$ cat config.mk
export PLATFORM = sky130hd
export DESIGN_NAME = software_trace_debug_port
export DESIGN_NICKNAME = d
export VERILOG_FILES = /design/src/swtrace_pkg.sv /design/src/software_trace_debug_port.sv
export SDC_FILE = /design/constraint.sdc
export NUM_CORES = 1
export LEC_CHECK = 0
export BUFFER_PORTS_ARGS = -buffer_cell sky130_fd_sc_hd__buf_2
export CAP_MARGIN = 20
export CORE_MARGIN = 1
export CORE_UTILIZATION = 45
export DETAILED_ROUTE_END_ITERATION = 10
export PLACE_DENSITY = 0.65
export RECOVER_POWER = 25
export SYNTH_ARGS = -nofsm -noshare
export SYNTH_HDL_FRONTEND = slang
export SYNTH_SLANG_ARGS = --single-unit
$ cat constraint.sdc
create_clock -name clk -period 4.9 [get_ports clk]
set_input_delay 0.98 -clock clk [delete_from_list [all_inputs] [get_ports clk]]
set_output_delay 0.98 -clock clk [all_outputs]
set_load 0.03 [all_outputs]
$ cat src/swtrace_pkg.sv
`default_nettype none
package swtrace_pkg;

    // Instruction kinds; all but INSN_NONE produce trace records.
    typedef enum logic [1:0] {
        INSN_NONE,
        INSN_PC,
        INSN_TAG,
        INSN_REG
    } insn_kind_type;

    // Link in use, as reported in the option word select field.
    localparam logic [1:0] SEL_4WIRE = 2'h1;
    localparam logic [1:0] SEL_1WIRE = 2'h2;
    localparam logic [1:0] SEL_NONE  = 2'h3;
    localparam int         SEL_LSB   = 16;
    localparam int         SEL_MSB   = 17;

    localparam int TAG_W    = 10;
    localparam int DATA_W   = 32;
    localparam int REGN_W   = 5;
    localparam int BUF_DEPTH = 8;
    localparam int BUF_AW   = 3;

    // Record kinds carried on the link.
    typedef enum logic [1:0] {
        REC_PC,
        REC_TAG,
        REC_REG
    } rec_kind_type;

    // One trace record.
    typedef struct packed {
        rec_kind_type        kind;
        logic [REGN_W-1:0]   regnum;
        logic [DATA_W-1:0]   value;
    } record_type;

    // One trace instruction issued by the CPU.
    typedef struct packed {
        insn_kind_type       kind;
        logic                with_pc;
        logic [TAG_W-1:0]    tag;
        logic [REGN_W-1:0]   reg_lo;
        logic [REGN_W-1:0]   reg_hi;
        logic [DATA_W-1:0]   pc;
    } insn_type;

    // Clock rate and per-record link times.
    localparam int CLK_MHZ      = 250;
    localparam int T4_LONG_PS   = 1727000;
    localparam int T4_SHORT_PS  = 576000;
    localparam int T1_LONG_PS   = 28500000;
    localparam int T1_SHORT_PS  = 9500000;
    localparam int PS_PER_CYC   = 1000000 / CLK_MHZ;
    localparam int CYC_4_LONG   = T4_LONG_PS / PS_PER_CYC;
    localparam int CYC_4_SHORT  = T4_SHORT_PS / PS_PER_CYC;
    localparam int CYC_1_LONG   = T1_LONG_PS / PS_PER_CYC;
    localparam int CYC_1_SHORT  = T1_SHORT_PS / PS_PER_CYC;

    // Break blanking after program start.
    localparam int BLANK_FAST_US = 10;
    localparam int BLANK_SLOW_US = 100;
    localparam int BLANK_FAST_CYC = BLANK_FAST_US * CLK_MHZ;
    localparam int BLANK_SLOW_CYC = BLANK_SLOW_US * CLK_MHZ;

    // RAM clear.
    localparam int          RAM_AW    = 12;
    localparam logic [31:0] RAM_CLEAR = 32'h0000_0000;

    localparam int CNT_W = 24;

endpackage : swtrace_pkg
`default_nettype wire

$ cat src/software_trace_debug_port.sv
// Behaviour
// RULE_01: PC trace instruction emits one record holding the current PC.
// RULE_02: Tag instruction emits 10-bit immediate record, PC optionally appended.
// RULE_03: Register instruction emits number and value per register ascending, PC optional.
// RULE_04: Records pass through internal trace buffer, then go out on link.
// RULE_05: Without an attached probe, trace instructions transmit nothing.
// RULE_06: Each record holds the link for its fixed time per type and link.
// RULE_07: Buffer absorbs bursts; records lost with overflow only when buffer full.
// RULE_08: Software spaces trace instructions by at least the record transmit time.
// RULE_09: Software names fewer than five registers per register trace instruction.
// RULE_10: Debug-interface select field sits at bits 17 and 16 of option word.
// RULE_11: With probe attached the field reads 01B on 4-wire, 10B on 1-wire.
// RULE_12: Neither debugger nor self-programming writes the select bits.
// RULE_13: Probe timestamps records on receipt and starts counting before run.
// RULE_14: Probe avoids run-time memory access and polling while tracing.
// RULE_15: Without tracing, breaks ignored 10 us after start, 100 us on slow oscillator.
// RULE_16: Measured-time resolution follows link type and rate.
// RULE_17: User programs contain no break trap instruction while probe attached.
// RULE_18: Probe connection clears local RAM and flash-control RAM to zero.
// RULE_19: Records leave in execution order, first in, first out.
`default_nettype none
module software_trace_debug_port
    import swtrace_pkg::*;
#(
    parameter int BLANK_FAST = swtrace_pkg::BLANK_FAST_CYC, // Short blanking, cycles.
    parameter int BLANK_SLOW = swtrace_pkg::BLANK_SLOW_CYC, // Long blanking, cycles.
    parameter int LONG_4     = swtrace_pkg::CYC_4_LONG,     // 4-wire long record.
    parameter int SHORT_4    = swtrace_pkg::CYC_4_SHORT,    // 4-wire tag record.
    parameter int LONG_1     = swtrace_pkg::CYC_1_LONG,     // 1-wire long record.
    parameter int SHORT_1    = swtrace_pkg::CYC_1_SHORT     // 1-wire tag record.
) (
    input  wire logic                    clk,          // 250 MHz clock.
    input  wire logic                    rst_n,        // Synchronous reset, low.
    input  wire logic                    probe_on,     // Probe attached.
    input  wire logic                    link_1wire,   // 1-wire link chosen.
    input  wire logic                    slow_internal_osc, // Debug logic on slow osc.
    input  wire logic                    trace_used,   // Trace output in use.
    input  wire logic                    insn_valid,   // Trace instruction issued.
    input  wire swtrace_pkg::insn_type   insn,         // Instruction fields.
    input  wire logic [DATA_W-1:0]       gpr_value,    // Value of gpr_index.
    input  wire logic                    prog_start,   // Program starts running.
    input  wire logic                    break_req,    // Raw break request.
    output logic                         insn_ready,   // Can take instruction.
    output logic [REGN_W-1:0]            gpr_index,    // Register being read.
    output logic                         link_valid,   // Record on link.
    output swtrace_pkg::record_type      link_rec,     // Record being sent.
    output logic                         link_done,    // Record time elapsed.
    output logic                         overflow,     // Record lost.
    output logic [SEL_MSB:SEL_LSB]       debug_if_sel, // Option word select field.
    output logic                         break_out,    // Accepted break.
    output logic                         ram_we,       // RAM clear write.
    output logic [RAM_AW-1:0]            ram_addr,     // RAM clear address.
    output logic [31:0]                  ram_wdata     // RAM clear data.
);
    import swtrace_pkg::*;

    typedef enum {ST_IDLE, ST_MAIN, ST_REGS, ST_PC} gen_state_type;

    gen_state_type       st_r;
    insn_type            cur_r;
    logic [REGN_W-1:0]   idx_r;
    record_type          gen_rec;
    logic                gen_valid;
    logic                gen_ready;
    record_type          buf_mem_r [BUF_DEPTH];
    logic [BUF_AW:0]     wp_r;
    logic [BUF_AW:0]     rp_r;
    logic                buf_full;
    logic                buf_empty;
    logic [CNT_W-1:0]    tx_cnt_r;
    logic [CNT_W-1:0]    rec_time;
    logic [CNT_W-1:0]    blank_r;
    logic                probe_d_r;
    logic [RAM_AW:0]     clr_r;
    logic                overflow_r;

    // Record from the generator in its current state.
    always_comb begin
        gen_valid      = 1'b0;
        gen_rec        = '0;
        gen_rec.kind   = REC_PC;
        gen_rec.value  = cur_r.pc;
        case (st_r)
            ST_MAIN: begin
                gen_valid = 1'b1;
                if (cur_r.kind == INSN_TAG) begin
                    gen_rec.kind  = REC_TAG; // RULE_02
                    gen_rec.value = {{(DATA_W-TAG_W){1'b0}}, cur_r.tag};
                end else begin
                    gen_rec.kind  = REC_PC; // RULE_01
                end
            end
            ST_REGS: begin
                gen_valid      = 1'b1;
                gen_rec.kind   = REC_REG; // RULE_03
                gen_rec.regnum = idx_r;
                gen_rec.value  = gpr_value;
            end
            ST_PC: begin
                gen_valid = 1'b1;
            end
            default: begin
                gen_valid = 1'b0;
            end
        endcase
    end

    // A full buffer drops the record rather than stall the CPU.
    assign gen_ready = 1'b1;
    assign buf_full  = (wp_r[BUF_AW] != rp_r[BUF_AW]) && (wp_r[BUF_AW-1:0] == rp_r[BUF_AW-1:0]);
    assign buf_empty = (wp_r == rp_r);

    // Generator walks one instruction into its records; nothing starts without a probe.
    always_ff @(posedge clk) begin
        if (!rst_n) begin
            st_r  <= ST_IDLE;
            cur_r <= '0;
            idx_r <= '0;
        end else begin
            case (st_r)
                ST_IDLE: begin
                    if (insn_valid && probe_on && insn.kind != INSN_NONE) begin // RULE_05
                        cur_r <= insn;
                        idx_r <= insn.reg_lo;
                        st_r  <= (insn.kind == INSN_REG) ? ST_REGS : ST_MAIN;
                    end
                end
                ST_MAIN: begin
                    st_r <= (cur_r.kind == INSN_TAG && cur_r.with_pc) ? ST_PC : ST_IDLE; // RULE_02
                end
                ST_REGS: begin
                    if (idx_r == cur_r.reg_hi) begin // RULE_03
                        st_r <= cur_r.with_pc ? ST_PC : ST_IDLE;
                    end else begin
                        idx_r <= idx_r + 1'b1;
                    end
                end
                ST_PC: begin
                    st_r <= ST_IDLE;
                end
                default: begin
                    st_r <= ST_IDLE;
                end
            endcase
        end
    end

    // Two-entry margin is exceeded here: eight stages of flip-flops absorb bursts.
    generate
        for (genvar i = 0; i < BUF_DEPTH; i++) begin : g_buf
            always_ff @(posedge clk) begin
                if (!rst_n) begin
                    buf_mem_r[i] <= '0;
                end else if (gen_valid && !buf_full && wp_r[BUF_AW-1:0] == BUF_AW'(i)) begin
                    buf_mem_r[i] <= gen_rec; // RULE_04
                end
            end
        end
    endgenerate

    // Pointers; oldest entry always leaves first.
    always_ff @(posedge clk) begin
        if (!rst_n) begin
            wp_r <= '0;
            rp_r <= '0;
        end else begin
            if (gen_valid && !buf_full) begin
                wp_r <= wp_r + 1'b1; // RULE_19
            end
            if (link_done) begin
                rp_r <= rp_r + 1'b1; // RULE_19
            end
        end
    end

    // Overflow pulses only when a record meets a full buffer.
    always_ff @(posedge clk) begin
        if (!rst_n) begin
            overflow_r <= 1'b0;
        end else begin
            overflow_r <= gen_valid && buf_full; // RULE_07
        end
    end
    assign overflow = overflow_r;

    // Record time by kind and link.
    always_comb begin
        if (link_1wire) begin
            rec_time = (buf_mem_r[rp_r[BUF_AW-1:0]].kind == REC_TAG) ?
                       CNT_W'(SHORT_1) : CNT_W'(LONG_1);
        end else begin
            rec_time = (buf_mem_r[rp_r[BUF_AW-1:0]].kind == REC_TAG) ?
                       CNT_W'(SHORT_4) : CNT_W'(LONG_4);
        end
    end

    // Link sender holds each record for its fixed time.
    always_ff @(posedge clk) begin
        if (!rst_n) begin
            link_valid <= 1'b0;
            link_rec   <= '0;
            link_done  <= 1'b0;
            tx_cnt_r   <= '0;
        end else begin
            link_done <= 1'b0;
            if (link_valid) begin
                if (tx_cnt_r == CNT_W'(1)) begin
                    link_valid <= 1'b0;
                    link_done  <= 1'b1; // RULE_06
                end else begin
                    tx_cnt_r <= tx_cnt_r - 1'b1;
                end
            end else if (!buf_empty && !link_done && probe_on) begin
                link_valid <= 1'b1; // RULE_04
                link_rec   <= buf_mem_r[rp_r[BUF_AW-1:0]];
                tx_cnt_r   <= rec_time; // RULE_06
            end
        end
    end

    // Select field reflects the link while the probe is attached.
    always_ff @(posedge clk) begin
        if (!rst_n) begin
            debug_if_sel <= SEL_NONE;
        end else if (probe_on) begin
            debug_if_sel <= link_1wire ? SEL_1WIRE : SEL_4WIRE; // RULE_10 RULE_11
        end
    end

    // Break blanking after program start when tracing is off.
    always_ff @(posedge clk) begin
        if (!rst_n) begin
            blank_r   <= '0;
            break_out <= 1'b0;
        end else begin
            if (prog_start && !trace_used) begin
                blank_r <= slow_internal_osc ? CNT_W'(BLANK_SLOW) : CNT_W'(BLANK_FAST); // RULE_15
            end else if (blank_r != '0) begin
                blank_r <= blank_r - 1'b1;
            end
            break_out <= break_req && (blank_r == '0) && !prog_start; // RULE_15
        end
    end

    // RAM clear sweep starts on probe attach; zero is written to every word.
    always_ff @(posedge clk) begin
        if (!rst_n) begin
            probe_d_r <= 1'b0;
            clr_r     <= '0;
            ram_we    <= 1'b0;
            ram_addr  <= '0;
            ram_wdata <= RAM_CLEAR;
        end else begin
            probe_d_r <= probe_on;
            ram_we    <= 1'b0;
            if (probe_on && !probe_d_r) begin
                clr_r <= {1'b1, {RAM_AW{1'b0}}}; // RULE_18
            end else if (clr_r[RAM_AW]) begin
                ram_we    <= 1'b1; // RULE_18
                ram_addr  <= clr_r[RAM_AW-1:0];
                ram_wdata <= RAM_CLEAR;
                clr_r     <= (clr_r[RAM_AW-1:0] == {RAM_AW{1'b1}}) ? '0 : clr_r + 1'b1;
            end
        end
    end

    // Issue only when idle.
    always_ff @(posedge clk) begin
        if (!rst_n) begin
            insn_ready <= 1'b0;
        end else begin
            insn_ready <= (st_r == ST_IDLE) && !(insn_valid && probe_on) && gen_ready;
        end
    end

    // The index is the walk register itself, so the value read back belongs to the
    // register that the record names; a delayed copy would pair it with the previous one.
    assign gpr_index = idx_r; // RULE_03

    chk_ovf_full: assert property (@(posedge clk) disable iff (!rst_n) // RULE_07
        gen_valid && !buf_full |=> !overflow)
        else $error("overflow without full buffer");
    chk_ovf_set: assert property (@(posedge clk) disable iff (!rst_n) // RULE_07
        gen_valid && buf_full |=> overflow)
        else $error("lost record not flagged");
    chk_no_probe: assert property (@(posedge clk) disable iff (!rst_n) // RULE_05
        st_r == ST_IDLE && !probe_on |=> st_r == ST_IDLE)
        else $error("record made without probe");
    chk_sel_4w: assert property (@(posedge clk) disable iff (!rst_n) // RULE_11
        probe_on && !link_1wire |=> debug_if_sel == SEL_4WIRE)
        else $error("select field wrong on 4-wire");
    chk_sel_1w: assert property (@(posedge clk) disable iff (!rst_n) // RULE_11
        probe_on && link_1wire |=> debug_if_sel == SEL_1WIRE)
        else $error("select field wrong on 1-wire");
    chk_fifo_order: assert property (@(posedge clk) disable iff (!rst_n) // RULE_19
        link_done |=> rp_r == $past(rp_r) + 1'b1)
        else $error("read pointer skipped");
    chk_tx_hold: assert property (@(posedge clk) disable iff (!rst_n) // RULE_06
        $rose(link_valid) |-> tx_cnt_r == $past(rec_time))
        else $error("record time not loaded");
    chk_reg_step: assert property (@(posedge clk) disable iff (!rst_n) // RULE_03
        st_r == ST_REGS && idx_r != cur_r.reg_hi |=> idx_r == $past(idx_r) + 1'b1)
        else $error("register walk not ascending");
    chk_blank: assert property (@(posedge clk) disable iff (!rst_n) // RULE_15
        prog_start && !trace_used |=> ##[0:2] !break_out)
        else $error("break during blanking");
    chk_ram_zero: assert property (@(posedge clk) disable iff (!rst_n) // RULE_18
        ram_we |-> ram_wdata == RAM_CLEAR)
        else $error("ram clear not zero");

endmodule : software_trace_debug_port
`default_nettype wire

==> results.cfg <==
[status]
run_status = completed

[setup_path]
worstPathMaxFanout = 23
critical_path_required_ns = 5.43
timing.critical_path.from_type = input port
worstSetupEndpointType = flop
setup.worst_path.class = input port to flop
cp_data_arrival_time_ns = 4.17

[clocking]
cts-root-buf = sky130_fd_sc_hd__clkbuf_16
post_cts_buffers = 0
tritoncts.num_buffers = 53
tritoncts = done
number_of_buffers_inserted_for_hold_repair_after_clock_tree_synthesis = 0
post_cts_resized = 0
cts_num_sinks = 501
clock_insertion_delay_worst_skew_ns = 0.61
depth_of_the_cts_h_tree = 2
cts.path.max_buffers = 3
clk_pin_slew_ns = 0.06

[worst_hold_path]
timing.hold.worst.class = flop to flop

[synth]
synth_cell_types = 69
avgSynthCellArea_um2 = 11.59
syn-instance-count = 1868
synth_area_um2 = 21650
ys_warn_count = 0
synth_top_flop_cell = sky130_fd_sc_hd__edfxtp_1
register_bit_total_from_synthesis = 501
yosys.area.top_type = sky130_fd_sc_hd__edfxtp_1
synth.yosys.seq_area_share_pct = 60.76
synth.top_cell.area_share_pct = 43.28
synthArstFlopShare_pct = 0
synth_enable_flop_cells = 312
synth_area_leaders = sky130_fd_sc_hd__edfxtp_1 43%, sky130_fd_sc_hd__dfxtp_1 17%, sky130_fd_sc_hd__mux4_2 8.1%, sky130_fd_sc_hd__nor2_1 7.3%, sky130_fd_sc_hd__nand2_1 3.1%

[power]
seq_power_share_pct = 46.2
total_leakage_power_nw = 8.282
power_frac_clock_pct = 35.3
p_per_area_nw_per_um2 = 447.9
p_sw_mw = 3.242
intPower_mw = 7.740
comb_power_share_pct = 18.5
sw_frac_of_total_pct = 29.52
vdd_ir_drop_max_mv = 0.2597

[drt]
detailedRoute.firstPassIterationCount = 6
drc = 0
totalWireLength_um = 52690
drt_first_iter_violations = 1162
total_number_of_vias = 14630
avgViaCountPerCell = 5.556
postRouteAntennaNets = 0
post_drt_wl_per_cell_um = 20.01

[floorplanning]
die_area_um2 = 48990
core-area_um2 = 47550
count_of_standard_cell_rows = 80
die_x_um = 221.3
die_height_um = 221.3
io_pins = 192
floorplan.initialDensity_pct = 45.53

[timing]
final_min_period_over_clock_period_pct = 74.35
grt_setup_unrepaired = false
setup_tns_ns = 0
final_period_minus_worst_setup_slack_ns = 3.643
relSlewSlack_pct = 16.56
max_clock_freq_ghz = 0.2745
hold_slack_ns = 0.4524
pins_over_slew_limit = 0
worst_pin_slew_ns = 1.252
skew_ns = 0.02323
post-route-worst-setup-slack_ns = 1.257
setup-violations-final = 0
final-hold-violation-count = 0

[grt]
globalRouteTotalUtil_pct = 21.60
grt_first_pass_wirelength_um = 81880
grt_antenna_before_repair = 2
global_route.overflow_total = 0
grt_start_max_net_pins = 91
number_of_global_route_vias_before_repair = 14384

[place]
port-buffer-count = 159
postPlaceCellArea_um2 = 22890
place.gp.congestion = 0.7828
detailed_place_hpwl_um = 32330
placement_setup_slack_ns = 1.598

[final_layout]
multi_input_comb_area_um2 = 7849
fillCellCount = 4152
total_nets_final = 2091
layout.area.seq_um2 = 13160
final_cell_area_um2 = 24520
synthToLayoutAreaGrowth_pct = 13.25
drive_above_1_share_pct = 15.12

[run]
timing.max_cap.violations = 0
-- power by group through the flow --
stage          sequential [mW]  clock (mW)  combinational, mW
2_1_floorplan             5.27           0               1.37
3_3_place_gp              5.13           0               2.01
3_5_place_dp              5.16           0               2.04
4_1_cts                   5.07        3.94               2.05
5_1_grt                   5.12        4.10               2.23
6_report                  5.07        3.88               2.03
-- worst paths after layout --
| check | start | end | slack, ns | cells past startpoint |
|---|---|---|---|---|
| setup / recovery | rst_n | blank_r[17]$_SDFFE_PN0P_ | 1.26 | 5 |
| setup reg to reg | wp_r[2]$_SDFFE_PN0N_ | buf_mem_r[0][14]$_SDFFCE_PN0P_ | 1.70 | 5 |
| hold reg to reg | cur_r[9]$_SDFFE_PN0P_ | cur_r[9]$_SDFFE_PN0P_ | 0.45 | 2 |
| hold / removal | cur_r[9]$_SDFFE_PN0P_ | cur_r[9]$_SDFFE_PN0P_ | 0.45 | 2 |
-- state kept, by name (all words and copies together) (netlist names), 5 cells and up, named ones only --
register / flops
buf_mem_r: 312
cur_r: 50
link_rec: 39
blank_r: 24
tx_cnt_r: 24
clr_r: 13
ram_addr: 12
gpr_index: 5
-- critical path: stages --
cell and delay [ns]:
sky130_fd_sc_hd__clkbuf_1 0.78, sky130_fd_sc_hd__clkbuf_1 0.99, sky130_fd_sc_hd__nand2_1 0.69, sky130_fd_sc_hd__or4_1 0.65
sky130_fd_sc_hd__nand2_1 0.07
-- cells in the final DEF (no fill, tap or decap), types with 16 or more instances in the layout --
cell type,count
sky130_fd_sc_hd__ha_1,22
sky130_fd_sc_hd__a21oi_1,104
sky130_fd_sc_hd__o21ai_0,16
sky130_fd_sc_hd__buf_2,94
sky130_fd_sc_hd__nor3_1,18
sky130_fd_sc_hd__a22oi_1,22
sky130_fd_sc_hd__xor2_1,36
sky130_fd_sc_hd__conb_1,32
sky130_fd_sc_hd__edfxtp_1,312
sky130_fd_sc_hd__clkbuf_16,55
sky130_fd_sc_hd__a211oi_1,44
sky130_fd_sc_hd__buf_4,26
sky130_fd_sc_hd__mux2i_1,41
sky130_fd_sc_hd__nand3_1,19
sky130_fd_sc_hd__nand2_1,176
sky130_fd_sc_hd__nor2_1,421
sky130_fd_sc_hd__dfxtp_1,186
sky130_fd_sc_hd__clkbuf_1,86
sky130_fd_sc_hd__mux4_2,78
sky130_fd_sc_hd__inv_1,28
-- metal layers --
layer  share of wire [%]  global-route usage [%]  routed length [µm]  vias up
met5               0.025                       0                  13        -
li1                    -                       -                   -     6866
met4                 2.3                   6.339                1228        2
met2                  49                   36.88               26020      454
met3                 6.7                   4.063                3507       83
met1                  42                   27.99               21920     7225
-- cells by family (layout without fill, tap and decap cells) --
group	count (synthesis)	count (layout)	share of synthesized area (%)
simple gates	722	722	14.05
compound gates	253	253	7.664
mux	122	122	10.17
other cells	1	33	0.01732
xor+xnor	50	50	2.023
flops	501	501	60.76
fa+ha+maj	22	22	1.272
buf+inv	197	315	4.052
-- cell usage after synthesis (12+ instances only) --
master                     instances
sky130_fd_sc_hd__mux4_2           78
sky130_fd_sc_hd__edfxtp_1        312
sky130_fd_sc_hd__a21oi_1         104
sky130_fd_sc_hd__clkbuf_1        110
sky130_fd_sc_hd__nand4_1          12
sky130_fd_sc_hd__a22oi_1          22
sky130_fd_sc_hd__a211oi_1         44
sky130_fd_sc_hd__nor2_1          423
sky130_fd_sc_hd__mux2i_1          41
sky130_fd_sc_hd__ha_1             22
sky130_fd_sc_hd__buf_2            14
sky130_fd_sc_hd__buf_1            12
sky130_fd_sc_hd__xnor2_1          14
sky130_fd_sc_hd__nand3_1          24
sky130_fd_sc_hd__inv_1            28
sky130_fd_sc_hd__xor2_1           36
sky130_fd_sc_hd__dfxtp_1         189
sky130_fd_sc_hd__o21ai_0          22
sky130_fd_sc_hd__nand2_1         178
sky130_fd_sc_hd__nor3_1           18
sky130_fd_sc_hd__buf_4            32
-- cell type report --
class / count / share of cell area [%]
multi-input combinational: 1201 / 32.01
tap: 615 / 3.139
inverter: 29 / 0.4542
clock buffer: 88 / 6.650
timing repair buffer: 187 / 3.838
sequential: 501 / 53.68
antenna: 1 / 0.01021
clock inverter: 11 / 0.2143
-- stage by stage --
step / instances / utilization [%] / total power, mW
floorplan: 1899 / - / 6.639
global placement: 2532 / 48.15 / 7.143
detailed placement: 2532 / 48.15 / 7.193
CTS: 2631 / 51.69 / 11.06
global route: 2632 / 51.56 / 11.44
finish: 2633 / 51.57 / 10.98
(Power assumes the default switching activity.)
